==> src/design/srctl_pkg.sv <==
// constants and types shared by the system reset controller files
// How it works
// - pin low or watchdog overflow, same reset
// - start at vector in bytes 0000/0001
// - pins high impedance through reset and stabilization
// - pin release waits 2^15 clocks before run
// - watchdog reset self-clears, same 2^15 wait
// - stop reset keeps contents while the pin is held, pins still float
// - pc undefined until released, rest preset
// - status word 02, stack pointer undefined
// - ram undefined, kept when reset in standby
// - latches 00, directions ff, pull-ups cleared
// - clock registers 02/00/00, stabilize select 04
// - timer registers cleared, byte compare undefined
// - watch, watchdog, clock output cleared
// - serial registers cleared, transmit shift ones, receive undefined
// - display and alternate function cleared
// - request flags cleared, masks all set
package srctl_pkg;
    // clock and stabilization timing
    localparam int CLK_MHZ = 100;            // main clock rate
    localparam int STAB_FX_PERIODS = 32768;  // 2^15 periods of the main clock
    localparam int CLK_PER_FX = 1;           // the block runs on the main clock itself
    localparam int STAB_CYCLES_DEF = STAB_FX_PERIODS * CLK_PER_FX;
    localparam int STAB_CNT_W = 16;          // counter width for the wait

    // reset vector bytes
    localparam logic [15:0] VEC_LO = 16'h0000;
    localparam logic [15:0] VEC_HI = 16'h0001;

    // register bank: index is the byte offset on the register port
    localparam int NREG = 45;
    localparam logic [7:0] OFF_PSW = 8'h00;
    localparam logic [7:0] OFF_PORT0_DIR = 8'h09;
    localparam logic [7:0] OFF_OSC_STABILIZE_SELECT = 8'h13;
    localparam logic [7:0] OFF_TXS = 8'h21;
    localparam logic [7:0] OFF_LAST = 8'h2C;
    localparam logic [7:0] OFF_STATUS = 8'h40;   // read-only block state
    localparam logic [7:0] OFF_CAUSE_CLR = 8'h41; // write ones to clear cause flags

    // status register field positions
    localparam int ST_CAUSE_PIN = 0;
    localparam int ST_CAUSE_WDT = 1;
    localparam int ST_STOP_HOLD = 2;
    localparam int ST_RAM_HOLD = 3;

    // values loaded on reset, index order of the bank
    localparam logic [7:0] RST_VAL [NREG] = '{
        8'h02,                                  // program_status_word
        8'h00, 8'h00,                           // stack pointer low/high (kept)
        8'h00, 8'h00, 8'h00, 8'h00, 8'h00, 8'h00, // port output latches 0..5
        8'hFF, 8'hFF, 8'hFF, 8'hFF, 8'hFF, 8'hFF, // port0_direction .. port5
        8'h00,                                  // pullup_option
        8'h02, 8'h00, 8'h00, 8'h04,             // processor_clock_ctrl .. osc_stabilize_select
        8'h00, 8'h00, 8'h00,                    // wide_timer_compare lo/hi, wide_timer_ctrl
        8'h00, 8'h00, 8'h00,                    // byte_timer_count, _compare (kept), _mode
        8'h00, 8'h00, 8'h00, 8'h00,             // watch_timer_mode .. clock_output_ctrl
        8'h00, 8'h00, 8'h00, 8'hFF, 8'h00,      // async serial, baud, transmit_shift, receive
        8'h00, 8'h00, 8'h00,                    // display_mode, alt_port_function_switch, clock
        8'h00, 8'h00, 8'hFF, 8'hFF,             // irq request low/high, irq mask low/high
        8'h00, 8'h00, 8'h00                     // ext_irq_mode_a/b, key_return_mode
    };
    // entries that reset leaves untouched (undefined after reset)
    localparam bit KEEP [NREG] = '{
        0, 1, 1, 0, 0, 0, 0, 0, 0, 0, 0, 0, 0, 0, 0,
        0, 0, 0, 0, 0, 0, 0, 0, 0, 1, 0, 0, 0, 0, 0,
        0, 0, 0, 0, 1, 0, 0, 0, 0, 0, 0, 0, 0, 0, 0
    };

    // sequencer states
    typedef enum logic [2:0] {
        SRCTL_HOLD,
        SRCTL_STAB,
        SRCTL_FETCH_LO,
        SRCTL_FETCH_HI,
        SRCTL_FETCH_END,
        SRCTL_RUN
    } srctl_state_type;
endpackage

==> src/design/srctl_stab_if.sv <==
// handshake between the sequencer and the stabilization timer
`timescale 1ns/1ps
interface srctl_stab_if;
    logic start; // one-cycle pulse, restarts the wait
    logic busy;  // wait in progress
    logic done;  // one-cycle pulse when the wait has elapsed
    modport ctrl (output start, input busy, input done);
    modport timer (input start, output busy, output done);
endinterface

==> src/design/srctl_sync3.sv <==
// three-stage synchronizer with agreement filter for the reset pin
`timescale 1ns/1ps
module srctl_sync3 (
    input wire logic clk_in,
    input wire logic rst_b_in,
    input wire logic d_in,
    output logic q_out
);
    // all stages of the chain in one state word
    typedef struct packed {
        logic s1;
        logic s2;
        logic s3;
        logic q;
    } srctl_sync_type;

    srctl_sync_type s_r;
    srctl_sync_type s_nxt;

    // shift chain; the output moves only when stages two and three agree
    always_comb begin
        s_nxt = s_r;
        s_nxt.s1 = d_in;
        s_nxt.s2 = s_r.s1;
        s_nxt.s3 = s_r.s2;
        if (s_r.s2 == s_r.s3) begin
            s_nxt.q = s_r.s3;
        end
    end

    // reset reads as pin low, so nothing runs before the pin is seen high
    always_ff @(posedge clk_in or negedge rst_b_in) begin
        if (!rst_b_in) begin
            s_r <= '0;
        end else begin
            s_r <= s_nxt;
        end
    end

    assign q_out = s_r.q;

    a_sync_agree: assert property (@(posedge clk_in) disable iff (!rst_b_in)
        (s_r.q != $past(s_r.q)) |-> ($past(s_r.s2) == $past(s_r.s3)))
        else $error("synchronized pin changed without stage agreement");
endmodule

==> src/design/srctl_stab_timer.sv <==
// oscillation stabilization wait counter, restartable
`timescale 1ns/1ps
module srctl_stab_timer #(
    parameter int STAB_CYCLES = srctl_pkg::STAB_CYCLES_DEF
) (
    input wire logic clk_in,
    input wire logic rst_b_in,
    srctl_stab_if.timer stab
);
    typedef struct packed {
        logic [srctl_pkg::STAB_CNT_W-1:0] cnt;
        logic busy;
        logic done;
    } srctl_timer_type;

    srctl_timer_type s_r;
    srctl_timer_type s_nxt;
    logic [31:0] seen_r; // helper: busy cycles since the last start

    // a start always reloads, so a new reset mid-wait begins a full wait
    always_comb begin
        s_nxt = s_r;
        s_nxt.done = 1'b0;
        if (stab.start) begin
            s_nxt.cnt = srctl_pkg::STAB_CNT_W'(STAB_CYCLES - 1);
            s_nxt.busy = 1'b1;
        end else if (s_r.busy) begin
            if (s_r.cnt == '0) begin
                s_nxt.busy = 1'b0;
                s_nxt.done = 1'b1;
            end else begin
                s_nxt.cnt = s_r.cnt - 1'b1;
            end
        end
    end

    // counter state
    always_ff @(posedge clk_in or negedge rst_b_in) begin
        if (!rst_b_in) begin
            s_r <= '0;
        end else begin
            s_r <= s_nxt;
        end
    end

    assign stab.busy = s_r.busy;
    assign stab.done = s_r.done;

    // helper count of the wait as actually served
    always_ff @(posedge clk_in or negedge rst_b_in) begin
        if (!rst_b_in) begin
            seen_r <= '0;
        end else if (stab.start) begin
            seen_r <= '0;
        end else if (s_r.busy) begin
            seen_r <= seen_r + 1'b1;
        end
    end

    a_stab_length: assert property (@(posedge clk_in) disable iff (!rst_b_in)
        s_r.done |-> (seen_r == 32'(STAB_CYCLES)))
        else $error("stabilization wait not of the full length");

    a_stab_restart: assert property (@(posedge clk_in) disable iff (!rst_b_in)
        stab.start |=> (s_r.busy && !s_r.done))
        else $error("start did not restart the wait");
endmodule

==> src/design/srctl_top.sv <==
// system reset controller: merges reset sources, times release, presets registers
//
// The register offsets and the address-and-strobe port were chosen for this implementation.
`timescale 1ns/1ps
module srctl_top #(
    parameter int STAB_CYCLES = srctl_pkg::STAB_CYCLES_DEF
) (
    input wire logic clk_in,
    input wire logic rst_b_in,
    input wire logic reset_pin_b_in,      // external reset pin, asynchronous
    input wire logic wdt_overflow_in,     // watchdog overflow pulse, same clock
    input wire logic stop_mode_in,        // core is in stop standby
    input wire logic halt_mode_in,        // core is in halt standby
    input wire logic [7:0] mem_data_in,   // program memory byte, cycle after read
    input wire logic [7:0] addr_in,
    input wire logic [7:0] wdata_in,
    input wire logic wr_in,
    input wire logic rd_in,
    output logic [7:0] rdata_out,
    output logic sys_reset_b_out,         // low while peripherals are held in reset
    output logic pins_hiz_out,            // all pins released to high impedance
    output logic cpu_run_out,             // cpu executes
    output logic pc_valid_out,            // program counter holds a defined value
    output logic [15:0] pc_out,
    output logic mem_rd_out,
    output logic [15:0] mem_addr_out,
    output logic ram_hold_out             // ram contents are to be kept
);
    // whole state of the controller
    typedef struct packed {
        srctl_pkg::srctl_state_type state;
        logic cause_pin;
        logic cause_wdt;
        logic stop_hold;
        logic ram_hold;
        logic [srctl_pkg::NREG-1:0][7:0] regs;
        logic [15:0] pc;
        logic pc_valid;
        logic [7:0] rdata;
        logic sys_reset_b;
        logic pins_hiz;
        logic cpu_run;
        logic mem_rd;
        logic [15:0] mem_addr;
        logic timer_start;
    } srctl_ctl_type;

    srctl_ctl_type s_r;
    srctl_ctl_type s_nxt;
    logic pin_b_sync; // filtered pin level
    logic pin_low;
    logic reset_req;  // any reset source active this cycle

    srctl_stab_if stab ();

    // pin crosses into the clock domain before anything looks at it
    srctl_sync3 u_pin_sync (
        .clk_in(clk_in),
        .rst_b_in(rst_b_in),
        .d_in(reset_pin_b_in),
        .q_out(pin_b_sync)
    );

    // stabilization wait
    srctl_stab_timer #(.STAB_CYCLES(STAB_CYCLES)) u_stab (
        .clk_in(clk_in),
        .rst_b_in(rst_b_in),
        .stab(stab.timer)
    );

    assign stab.start = s_r.timer_start;
    assign pin_low = !pin_b_sync;
    assign reset_req = pin_low || wdt_overflow_in;

    // preset every defined register; undefined ones keep whatever they hold
    function automatic logic [srctl_pkg::NREG-1:0][7:0] srctl_defaults(
        input logic [srctl_pkg::NREG-1:0][7:0] cur
    );
        logic [srctl_pkg::NREG-1:0][7:0] res;
        res = cur;
        for (int i = 0; i < srctl_pkg::NREG; i++) begin
            if (!srctl_pkg::KEEP[i]) begin
                res[i] = srctl_pkg::RST_VAL[i];
            end
        end
        return res;
    endfunction

    // next-state logic: sequencer, register port and output images
    always_comb begin
        s_nxt = s_r;
        s_nxt.timer_start = 1'b0;
        s_nxt.mem_rd = 1'b0;
        s_nxt.rdata = 8'h00;

        // register writes; a later preset in hold overrides them
        if (wr_in) begin
            if (addr_in <= srctl_pkg::OFF_LAST) begin
                s_nxt.regs[addr_in] = wdata_in;
            end else if (addr_in == srctl_pkg::OFF_CAUSE_CLR) begin
                if (wdata_in[srctl_pkg::ST_CAUSE_PIN]) begin
                    s_nxt.cause_pin = 1'b0;
                end
                if (wdata_in[srctl_pkg::ST_CAUSE_WDT]) begin
                    s_nxt.cause_wdt = 1'b0;
                end
            end
        end

        // register reads, data in the following cycle only
        if (rd_in) begin
            if (addr_in <= srctl_pkg::OFF_LAST) begin
                s_nxt.rdata = s_r.regs[addr_in];
            end else if (addr_in == srctl_pkg::OFF_STATUS) begin
                s_nxt.rdata = {s_r.state, 1'b0, s_r.ram_hold, s_r.stop_hold,
                               s_r.cause_wdt, s_r.cause_pin};
            end else begin
                s_nxt.rdata = 8'h00; // unmapped reads as zero
            end
        end

        // cause flags: a new event wins over a clear in the same cycle
        if (pin_low) begin
            s_nxt.cause_pin = 1'b1;
        end
        if (wdt_overflow_in) begin
            s_nxt.cause_wdt = 1'b1;
        end

        // sequencer: hold, wait, two vector reads, then run
        case (s_r.state)
            srctl_pkg::SRCTL_HOLD: begin
                // stop contents stay frozen while the pin is held
                if (!s_r.stop_hold) begin
                    s_nxt.regs = srctl_defaults(s_nxt.regs);
                end
                // watchdog reset needs no release; pin reset waits for the pin
                if (!pin_low) begin
                    s_nxt.regs = srctl_defaults(s_nxt.regs);
                    s_nxt.stop_hold = 1'b0;
                    s_nxt.timer_start = 1'b1;
                    s_nxt.state = srctl_pkg::SRCTL_STAB;
                end
            end

            // waiting out the oscillation; presets stay applied
            srctl_pkg::SRCTL_STAB: begin
                if (reset_req) begin
                    s_nxt.state = srctl_pkg::SRCTL_HOLD;
                end else if (stab.done) begin
                    // wait over: fetch the low vector byte
                    s_nxt.mem_rd = 1'b1;
                    s_nxt.mem_addr = srctl_pkg::VEC_LO;
                    s_nxt.state = srctl_pkg::SRCTL_FETCH_LO;
                end else begin
                    s_nxt.regs = srctl_defaults(s_nxt.regs);
                end
            end

            // low byte is being read; ask for the high byte next
            srctl_pkg::SRCTL_FETCH_LO: begin
                if (reset_req) begin
                    s_nxt.state = srctl_pkg::SRCTL_HOLD;
                end else begin
                    s_nxt.mem_rd = 1'b1;
                    s_nxt.mem_addr = srctl_pkg::VEC_HI;
                    s_nxt.state = srctl_pkg::SRCTL_FETCH_HI;
                end
            end

            // low byte answers in this cycle
            srctl_pkg::SRCTL_FETCH_HI: begin
                if (reset_req) begin
                    s_nxt.state = srctl_pkg::SRCTL_HOLD;
                end else begin
                    s_nxt.pc[7:0] = mem_data_in;
                    s_nxt.state = srctl_pkg::SRCTL_FETCH_END;
                end
            end

            // high byte answers in this cycle; run from the next edge
            srctl_pkg::SRCTL_FETCH_END: begin
                if (reset_req) begin
                    s_nxt.state = srctl_pkg::SRCTL_HOLD;
                end else begin
                    s_nxt.pc[15:8] = mem_data_in;
                    s_nxt.state = srctl_pkg::SRCTL_RUN;
                end
            end

            default: begin
                // running: any source throws the device back into hold
                if (reset_req) begin
                    s_nxt.state = srctl_pkg::SRCTL_HOLD;
                    s_nxt.stop_hold = stop_mode_in;
                    s_nxt.ram_hold = stop_mode_in || halt_mode_in;
                end
            end
        endcase

        // ram hold is only meaningful until the program runs again
        if (s_nxt.state == srctl_pkg::SRCTL_RUN) begin
            s_nxt.ram_hold = 1'b0;
        end

        // output images follow the next state so they line up with it
        s_nxt.pins_hiz = (s_nxt.state == srctl_pkg::SRCTL_HOLD) ||
                         (s_nxt.state == srctl_pkg::SRCTL_STAB);
        s_nxt.sys_reset_b = !s_nxt.pins_hiz;
        s_nxt.cpu_run = (s_nxt.state == srctl_pkg::SRCTL_RUN);
        s_nxt.pc_valid = s_nxt.cpu_run;
        if (s_nxt.state == srctl_pkg::SRCTL_HOLD) begin
            s_nxt.mem_rd = 1'b0;
            s_nxt.timer_start = 1'b0;
        end
    end

    // state register; power-on reset behaves as a held pin reset
    always_ff @(posedge clk_in or negedge rst_b_in) begin
        if (!rst_b_in) begin
            s_r <= '0;
            s_r.state <= srctl_pkg::SRCTL_HOLD;
            s_r.pins_hiz <= 1'b1;
        end else begin
            s_r <= s_nxt;
        end
    end

    // outputs straight from the state flops
    assign rdata_out = s_r.rdata;
    assign sys_reset_b_out = s_r.sys_reset_b;
    assign pins_hiz_out = s_r.pins_hiz;
    assign cpu_run_out = s_r.cpu_run;
    assign pc_valid_out = s_r.pc_valid;
    assign pc_out = s_r.pc;
    assign mem_rd_out = s_r.mem_rd;
    assign mem_addr_out = s_r.mem_addr;
    assign ram_hold_out = s_r.ram_hold;

    // a watchdog pulse in run reaches hold at the next edge
    a_wdt_into_reset: assert property (@(posedge clk_in) disable iff (!rst_b_in)
        (s_r.state == srctl_pkg::SRCTL_RUN && wdt_overflow_in)
        |=> (!sys_reset_b_out && pins_hiz_out && !cpu_run_out))
        else $error("watchdog overflow did not reset the device");

    // the filtered pin in run reaches hold at the next edge, like the watchdog
    a_pin_into_reset: assert property (@(posedge clk_in) disable iff (!rst_b_in)
        (s_r.state == srctl_pkg::SRCTL_RUN && pin_low)
        |=> (!sys_reset_b_out && pins_hiz_out && !cpu_run_out))
        else $error("reset pin did not reset the device");

    // pc is built from the two vector bytes, low first
    a_vector_fetch: assert property (@(posedge clk_in) disable iff (!rst_b_in)
        $rose(pc_valid_out) |-> ($past(mem_addr_out, 3) == srctl_pkg::VEC_LO) &&
                                ($past(mem_addr_out, 2) == srctl_pkg::VEC_HI) &&
                                (pc_out == {$past(mem_data_in), $past(mem_data_in, 2)}))
        else $error("program did not start from the reset vector");

    // floating pins beside an active cpu would fight on the board
    a_hiz_no_run: assert property (@(posedge clk_in) disable iff (!rst_b_in)
        pins_hiz_out |-> (!cpu_run_out && !mem_rd_out))
        else $error("pins floated while the cpu was active");

    // the first fetch only follows a completed wait
    a_release_wait: assert property (@(posedge clk_in) disable iff (!rst_b_in)
        (mem_rd_out && mem_addr_out == srctl_pkg::VEC_LO) |-> $past(stab.done))
        else $error("vector fetched before stabilization elapsed");

    // leaving hold always restarts the full wait
    a_wdt_self_clear: assert property (@(posedge clk_in) disable iff (!rst_b_in)
        (s_r.state == srctl_pkg::SRCTL_HOLD && !pin_low) |=> stab.start ##1 stab.busy)
        else $error("watchdog reset did not clear and start the wait");

    // no pc is offered while reset is in force
    a_pc_hidden: assert property (@(posedge clk_in) disable iff (!rst_b_in)
        !sys_reset_b_out |-> !pc_valid_out)
        else $error("program counter marked valid during reset");

    // the status word stays preset through the wait in cycles without a write
    a_psw_preset: assert property (@(posedge clk_in) disable iff (!rst_b_in)
        (s_r.state == srctl_pkg::SRCTL_STAB && !wr_in)
        |=> (s_r.regs[srctl_pkg::OFF_PSW] == 8'h02))
        else $error("program status word not preset");

    // a sample of the presets, seen in every ordinary hold
    a_port_dir_preset: assert property (@(posedge clk_in) disable iff (!rst_b_in)
        (s_r.state == srctl_pkg::SRCTL_HOLD && !s_r.stop_hold)
        |=> (s_r.regs[srctl_pkg::OFF_PORT0_DIR] == 8'hFF) &&
            (s_r.regs[srctl_pkg::OFF_OSC_STABILIZE_SELECT] == 8'h04) &&
            (s_r.regs[srctl_pkg::OFF_TXS] == 8'hFF))
        else $error("port direction or clock presets missing");

    // stop reset: contents frozen while the pin is held
    a_stop_frozen: assert property (@(posedge clk_in) disable iff (!rst_b_in)
        (s_r.state == srctl_pkg::SRCTL_HOLD && s_r.stop_hold && pin_low && !wr_in)
        |=> ($stable(s_r.regs) && pins_hiz_out))
        else $error("stop contents changed while reset was held");

    // a new pin event always beats a clear written in the same cycle
    a_cause_set_wins: assert property (@(posedge clk_in) disable iff (!rst_b_in)
        pin_low |=> s_r.cause_pin)
        else $error("pin cause flag lost against a clear");

    // a reset taken from standby keeps the ram until the program runs
    a_ram_hold_standby: assert property (@(posedge clk_in) disable iff (!rst_b_in)
        (s_r.state == srctl_pkg::SRCTL_RUN && reset_req)
        |=> (ram_hold_out == $past(stop_mode_in || halt_mode_in)))
        else $error("ram hold not taken from the standby state");
endmodule

==> config.mk <==
export PLATFORM = sky130hd
export DESIGN_NAME = srctl_top
export DESIGN_NICKNAME = d
export VERILOG_FILES = /design/src/design/srctl_pkg.sv /design/src/design/srctl_stab_if.sv /design/src/design/srctl_sync3.sv /design/src/design/srctl_stab_timer.sv /design/src/design/srctl_top.sv
export SDC_FILE = /design/constraint.sdc
export NUM_CORES = 1
export LEC_CHECK = 0
export BUFFER_PORTS_ARGS = -buffer_cell sky130_fd_sc_hd__buf_4
export CAP_MARGIN = 20
export CORE_ASPECT_RATIO = 1.25
export CORE_MARGIN = 2
export CORE_UTILIZATION = 45
export DETAILED_ROUTE_END_ITERATION = 6
export GPL_TIMING_DRIVEN = 0
export MAX_ROUTING_LAYER = met4
export PLACE_DENSITY_LB_ADDON = 0.08
export SLEW_MARGIN = 0
export SYNTH_ARGS = -nofsm -noshare
export SYNTH_HDL_FRONTEND = slang
export SYNTH_SLANG_ARGS = --single-unit
==> constraint.sdc <==
create_clock -name clk_in -period 3.1 [get_ports clk_in]
set_input_delay 0.62 -clock clk_in [delete_from_list [all_inputs] [get_ports clk_in]]
set_output_delay 0.62 -clock clk_in [all_outputs]
set_load 0.01 [all_outputs]
==> run_results.csv <==
group,metric,value,unit
clock_tree,cts_tree,"yes",
timing,setup_viol,0,
floorplanning,die_area,47600,µm²
timing,slew_viol_final,0,
clock_tree,cts_buffers,46,
cells_and_area,fin_nets,2217,
synthesis,synthCells,2065,
global_routing,grt_use_met1,46.6,%
clock_tree,cts_hold_buf,0,
cells_and_area,drive_gt1_share,17.4,%
timing,max_freq,0.337,GHz
pwr,power.switching,3.53,mW
setup_path,critPathMaxFanout,11,
timing,rsz0062_at_grt,"no",
global_routing,overflow,0,
clock_tree,cts_max_level,2,
route,detail_route.iter0.violations,2140,
route,first_pass_iters,7,
global_routing,grt-busiest-layer,"met2",
timing,tns,0,ns
synthesis,async_flop_share,100,%
global_routing,grtUsageMet3,8.28,%
run,cap_viol_max_count,0,
synthesis,synth-edff-count,0,
floorplanning,die_h,243,µm
placed_design,dp_cells,2713,
synthesis,synth_area_per_cell,10.0,µm²
floorplanning,coreArea,45200,µm²
floorplanning,die_x,196,µm
global_routing,grt_pass1_vias,17300,
outcome,status,"complete, no violations",
synthesis,yosysWarnings,0,
pwr,clkPwrFrac,46.1,%
synthesis,synthFlopType,"dfrtp_1",
pwr,swShare,27.3,%
hold_path,hold_class,"in -> async",
floorplanning,fp-row-count,87,
pwr,p_total,12.9,mW
clock_tree,cts_sinks,419,
pwr,intPower,9.39,mW
floorplanning,io_pins,78,
clock_tree,root_buffer,"clkbuf_16",
cells_and_area,final_cell_mix,"dfrtp_1 (418), nand2_1 (411), nand3_1 (249)",
cells_and_area,num-fill-cells,4169,
setup_path,required,3.55,ns
clock_tree,cts_buffer_depth,3,
setup_path,critPathCaptureType,"register",
route,antenna_left,0,
route,vias_per_cell,6.25,
pwr,power.density,548,nW/µm²
global_routing,grt_max_degree,117,
timing,worst_pin_slew,1.26,ns
timing,clock_skew,0.0193,ns
route,wl_per_cell,30.2,µm
global_routing,antenna_found_initial,3,
timing,hold_viol,0,
pwr,irDropWorstVdd,517,µV
synthesis,synth-seq-area-share,50.8,%
setup_path,start_kind,"primary input",
timing,layout_min_cycle_time,2.97,ns
floorplanning,initial_core_util,45.7,%
cells_and_area,mostFrequentLayoutCell,"dfrtp_1",
route,drc_errors,0,
placed_design,io_buffers,50,
global_routing,grt_pass1_wl,123000,µm
setup_path,ff2ff_path_depth,6,
pwr,leakage,9.93,nW
cells_and_area,area_growth,14.2,%
timing,post-route-period-util,95.8,%
clock_tree,clkLatencyLatePin,0.60,ns
synthesis,netlist_area,20600,µm²
cells_and_area,fin_cells,2802,
synthesis,ys_types,73,
setup_path,path_class,"in -> reg",
cells_and_area,utilization,52.2,%
route,wl,84700,µm
global_routing,use_met2,55.2,%
setup_path,crit_arrival,3.42,ns
pwr,combPwrFrac,10.9,%
global_routing,grt_usage,37.2,%
timing,slew_headroom,16.0,%
placed_design,place.gp.congestion,1.05,
placed_design,detailed_place_hpwl,58400,µm
clock_tree,cts.clk_slew.worst_paths,0.06,ns
route,vias,17500,
pwr,pwr-share-seq,43.1,%
timing,holdWs,0.0260,ns
synthesis,synth_seq_cells,419,
[cell families (layout without fill, tap and decap cells)]
family | after synthesis | in the layout | share of synthesized area, %
adder cells (fa/ha/maj) | 3 | 3 | 0.170
other | 1 | 19 | 0.0182
AO/OA/AOI/OAI | 326 | 326 | 8.81
flip-flops | 419 | 419 | 50.8
AND/OR/NAND/NOR | 855 | 855 | 18.9
multiplexers | 234 | 234 | 15.8
XOR/XNOR | 9 | 9 | 0.382
buffers and inverters | 218 | 359 | 5.20
[worst max-delay path: stages]
cell and delay, ns:
buf_2 0.28, buf_2 0.50, buf_2 0.60, mux4_2 0.41, mux2i_1 0.31, nor2_1 0.08
a211oi_1 0.46, o211ai_1 0.14
[cell usage after synthesis (all sizes together), types with 2 or more instances]
master	number	share of area [%]
a211oi	5	0.21
a31oi	3	0.091
and2	7	0.21
o22ai	12	0.36
a221oi	2	0.085
nand2b	2	0.061
dfrtp	418	51
a32oi	3	0.13
o21ai	47	1.1
nand3	250	6.1
or2	5	0.16
nor2	116	2.2
o211ai	3	0.11
nor4	6	0.55
clkbuf	97	1.8
xor2	2	0.085
nor3	20	0.62
nand3b	2	0.073
buf	113	3.3
mux4	68	7.4
mux2i	114	5.5
mux2	52	2.8
nor3b	6	0.27
and3	6	0.18
nand2	412	7.5
and2b	2	0.073
nor2b	6	0.19
xnor2	7	0.30
or3b	4	0.17
a41o	2	0.097
a22oi	14	0.51
or4	3	0.15
inv	8	0.15
o311ai	3	0.13
or3	5	0.15
a211o	3	0.17
a21o	2	0.073
ha	2	0.12
a21oi	215	5.2
nor4b	3	0.20
[repair_timing]
| action | in CTS | in global routing |
|---|---|---|
| gates resized for setup | 1 | 7 |
| endpoints found under the setup margin | 11 | 18 |
| buffers inserted | 0 | 0 |
| cloned | 0 | 0 |
[area by class of cell]
cell class | count | area (µm²) | area share (%)
flip-flops and latches | 419 | 10500 | 44.5
multi-input cells | 1442 | 9140 | 38.8
clock buffers | 75 | 1470 | 6.25
plain buffers | 209 | 1050 | 4.45
well taps | 578 | 723 | 3.07
repair buffers | 57 | 514 | 2.18
clock inverters | 10 | 154 | 0.653
inverters | 8 | 30.0 | 0.127
diodes | 4 | 10.0 | 0.0424
[path summary, 6_finish.rpt]
| kind | from | to | slack (ns) |
|---|---|---|---|
| max in group asynchronous | rst_b_in | s_r[268] | 1.95 |
| min | rst_b_in | u_stab.s_r[13] | 0.03 |
| min in group clk_in | reset_pin_b_in | u_pin_sync.s_nxt[2] | 0.17 |
| min reg2reg | u_pin_sync.s_nxt[2] | u_pin_sync.s_nxt[1] | 0.38 |
| max reg2reg | u_pin_sync.q_out | s_r[84] | 0.13 |
| max | addr_in[2] | rdata_out[5] | 0.13 |
[sequential cells by signal, summed over array words and instances (netlist names)]
| register | flops |
|---|---|
| cpu_run_out | 1 |
| mem_addr_out | 1 |
| mem_rd_out | 1 |
| pc_out | 16 |
| pins_hiz_out | 1 |
| ram_hold_out | 1 |
| rdata_out | 8 |
| s_r | 366 |
| stab.start | 1 |
| sys_reset_b_out | 1 |
| u_pin_sync.q_out | 1 |
| u_pin_sync.s_nxt | 2 |
| u_pin_sync.s_r | 1 |
| u_stab.s_r | 16 |
| u_stab.stab.busy | 1 |
| u_stab.stab.done | 1 |
[power by group through the flow]
stage / sequential, mW / combinational, mW / clock [mW]
after floorplan: 5.65 / 0.631 / 0
after global placement: 5.66 / 1.33 / 0
after detailed placement: 5.66 / 1.36 / 0
after CTS: 5.56 / 1.36 / 5.99
after global routing: 5.57 / 1.44 / 6.22
final: 5.56 / 1.40 / 5.95
[metal layers]
metal,up-vias,routed length (µm)
li1,7399,-
met1,8757,32600
met2,1060,38300
met3,299,7970
met4,0,5820
met5,-,0
[through the flow]
stage          setup slack [ns]  cell area [µm²]
2_1_floorplan             0.869            20700
3_3_place_gp              -2.94            21800
3_5_place_dp             -0.612            21900
4_1_cts                  0.0271            23600
5_1_grt                  0.0320            23600
6_report                  0.130            23600
No activity file was read; power rests on OpenSTA's default activity.
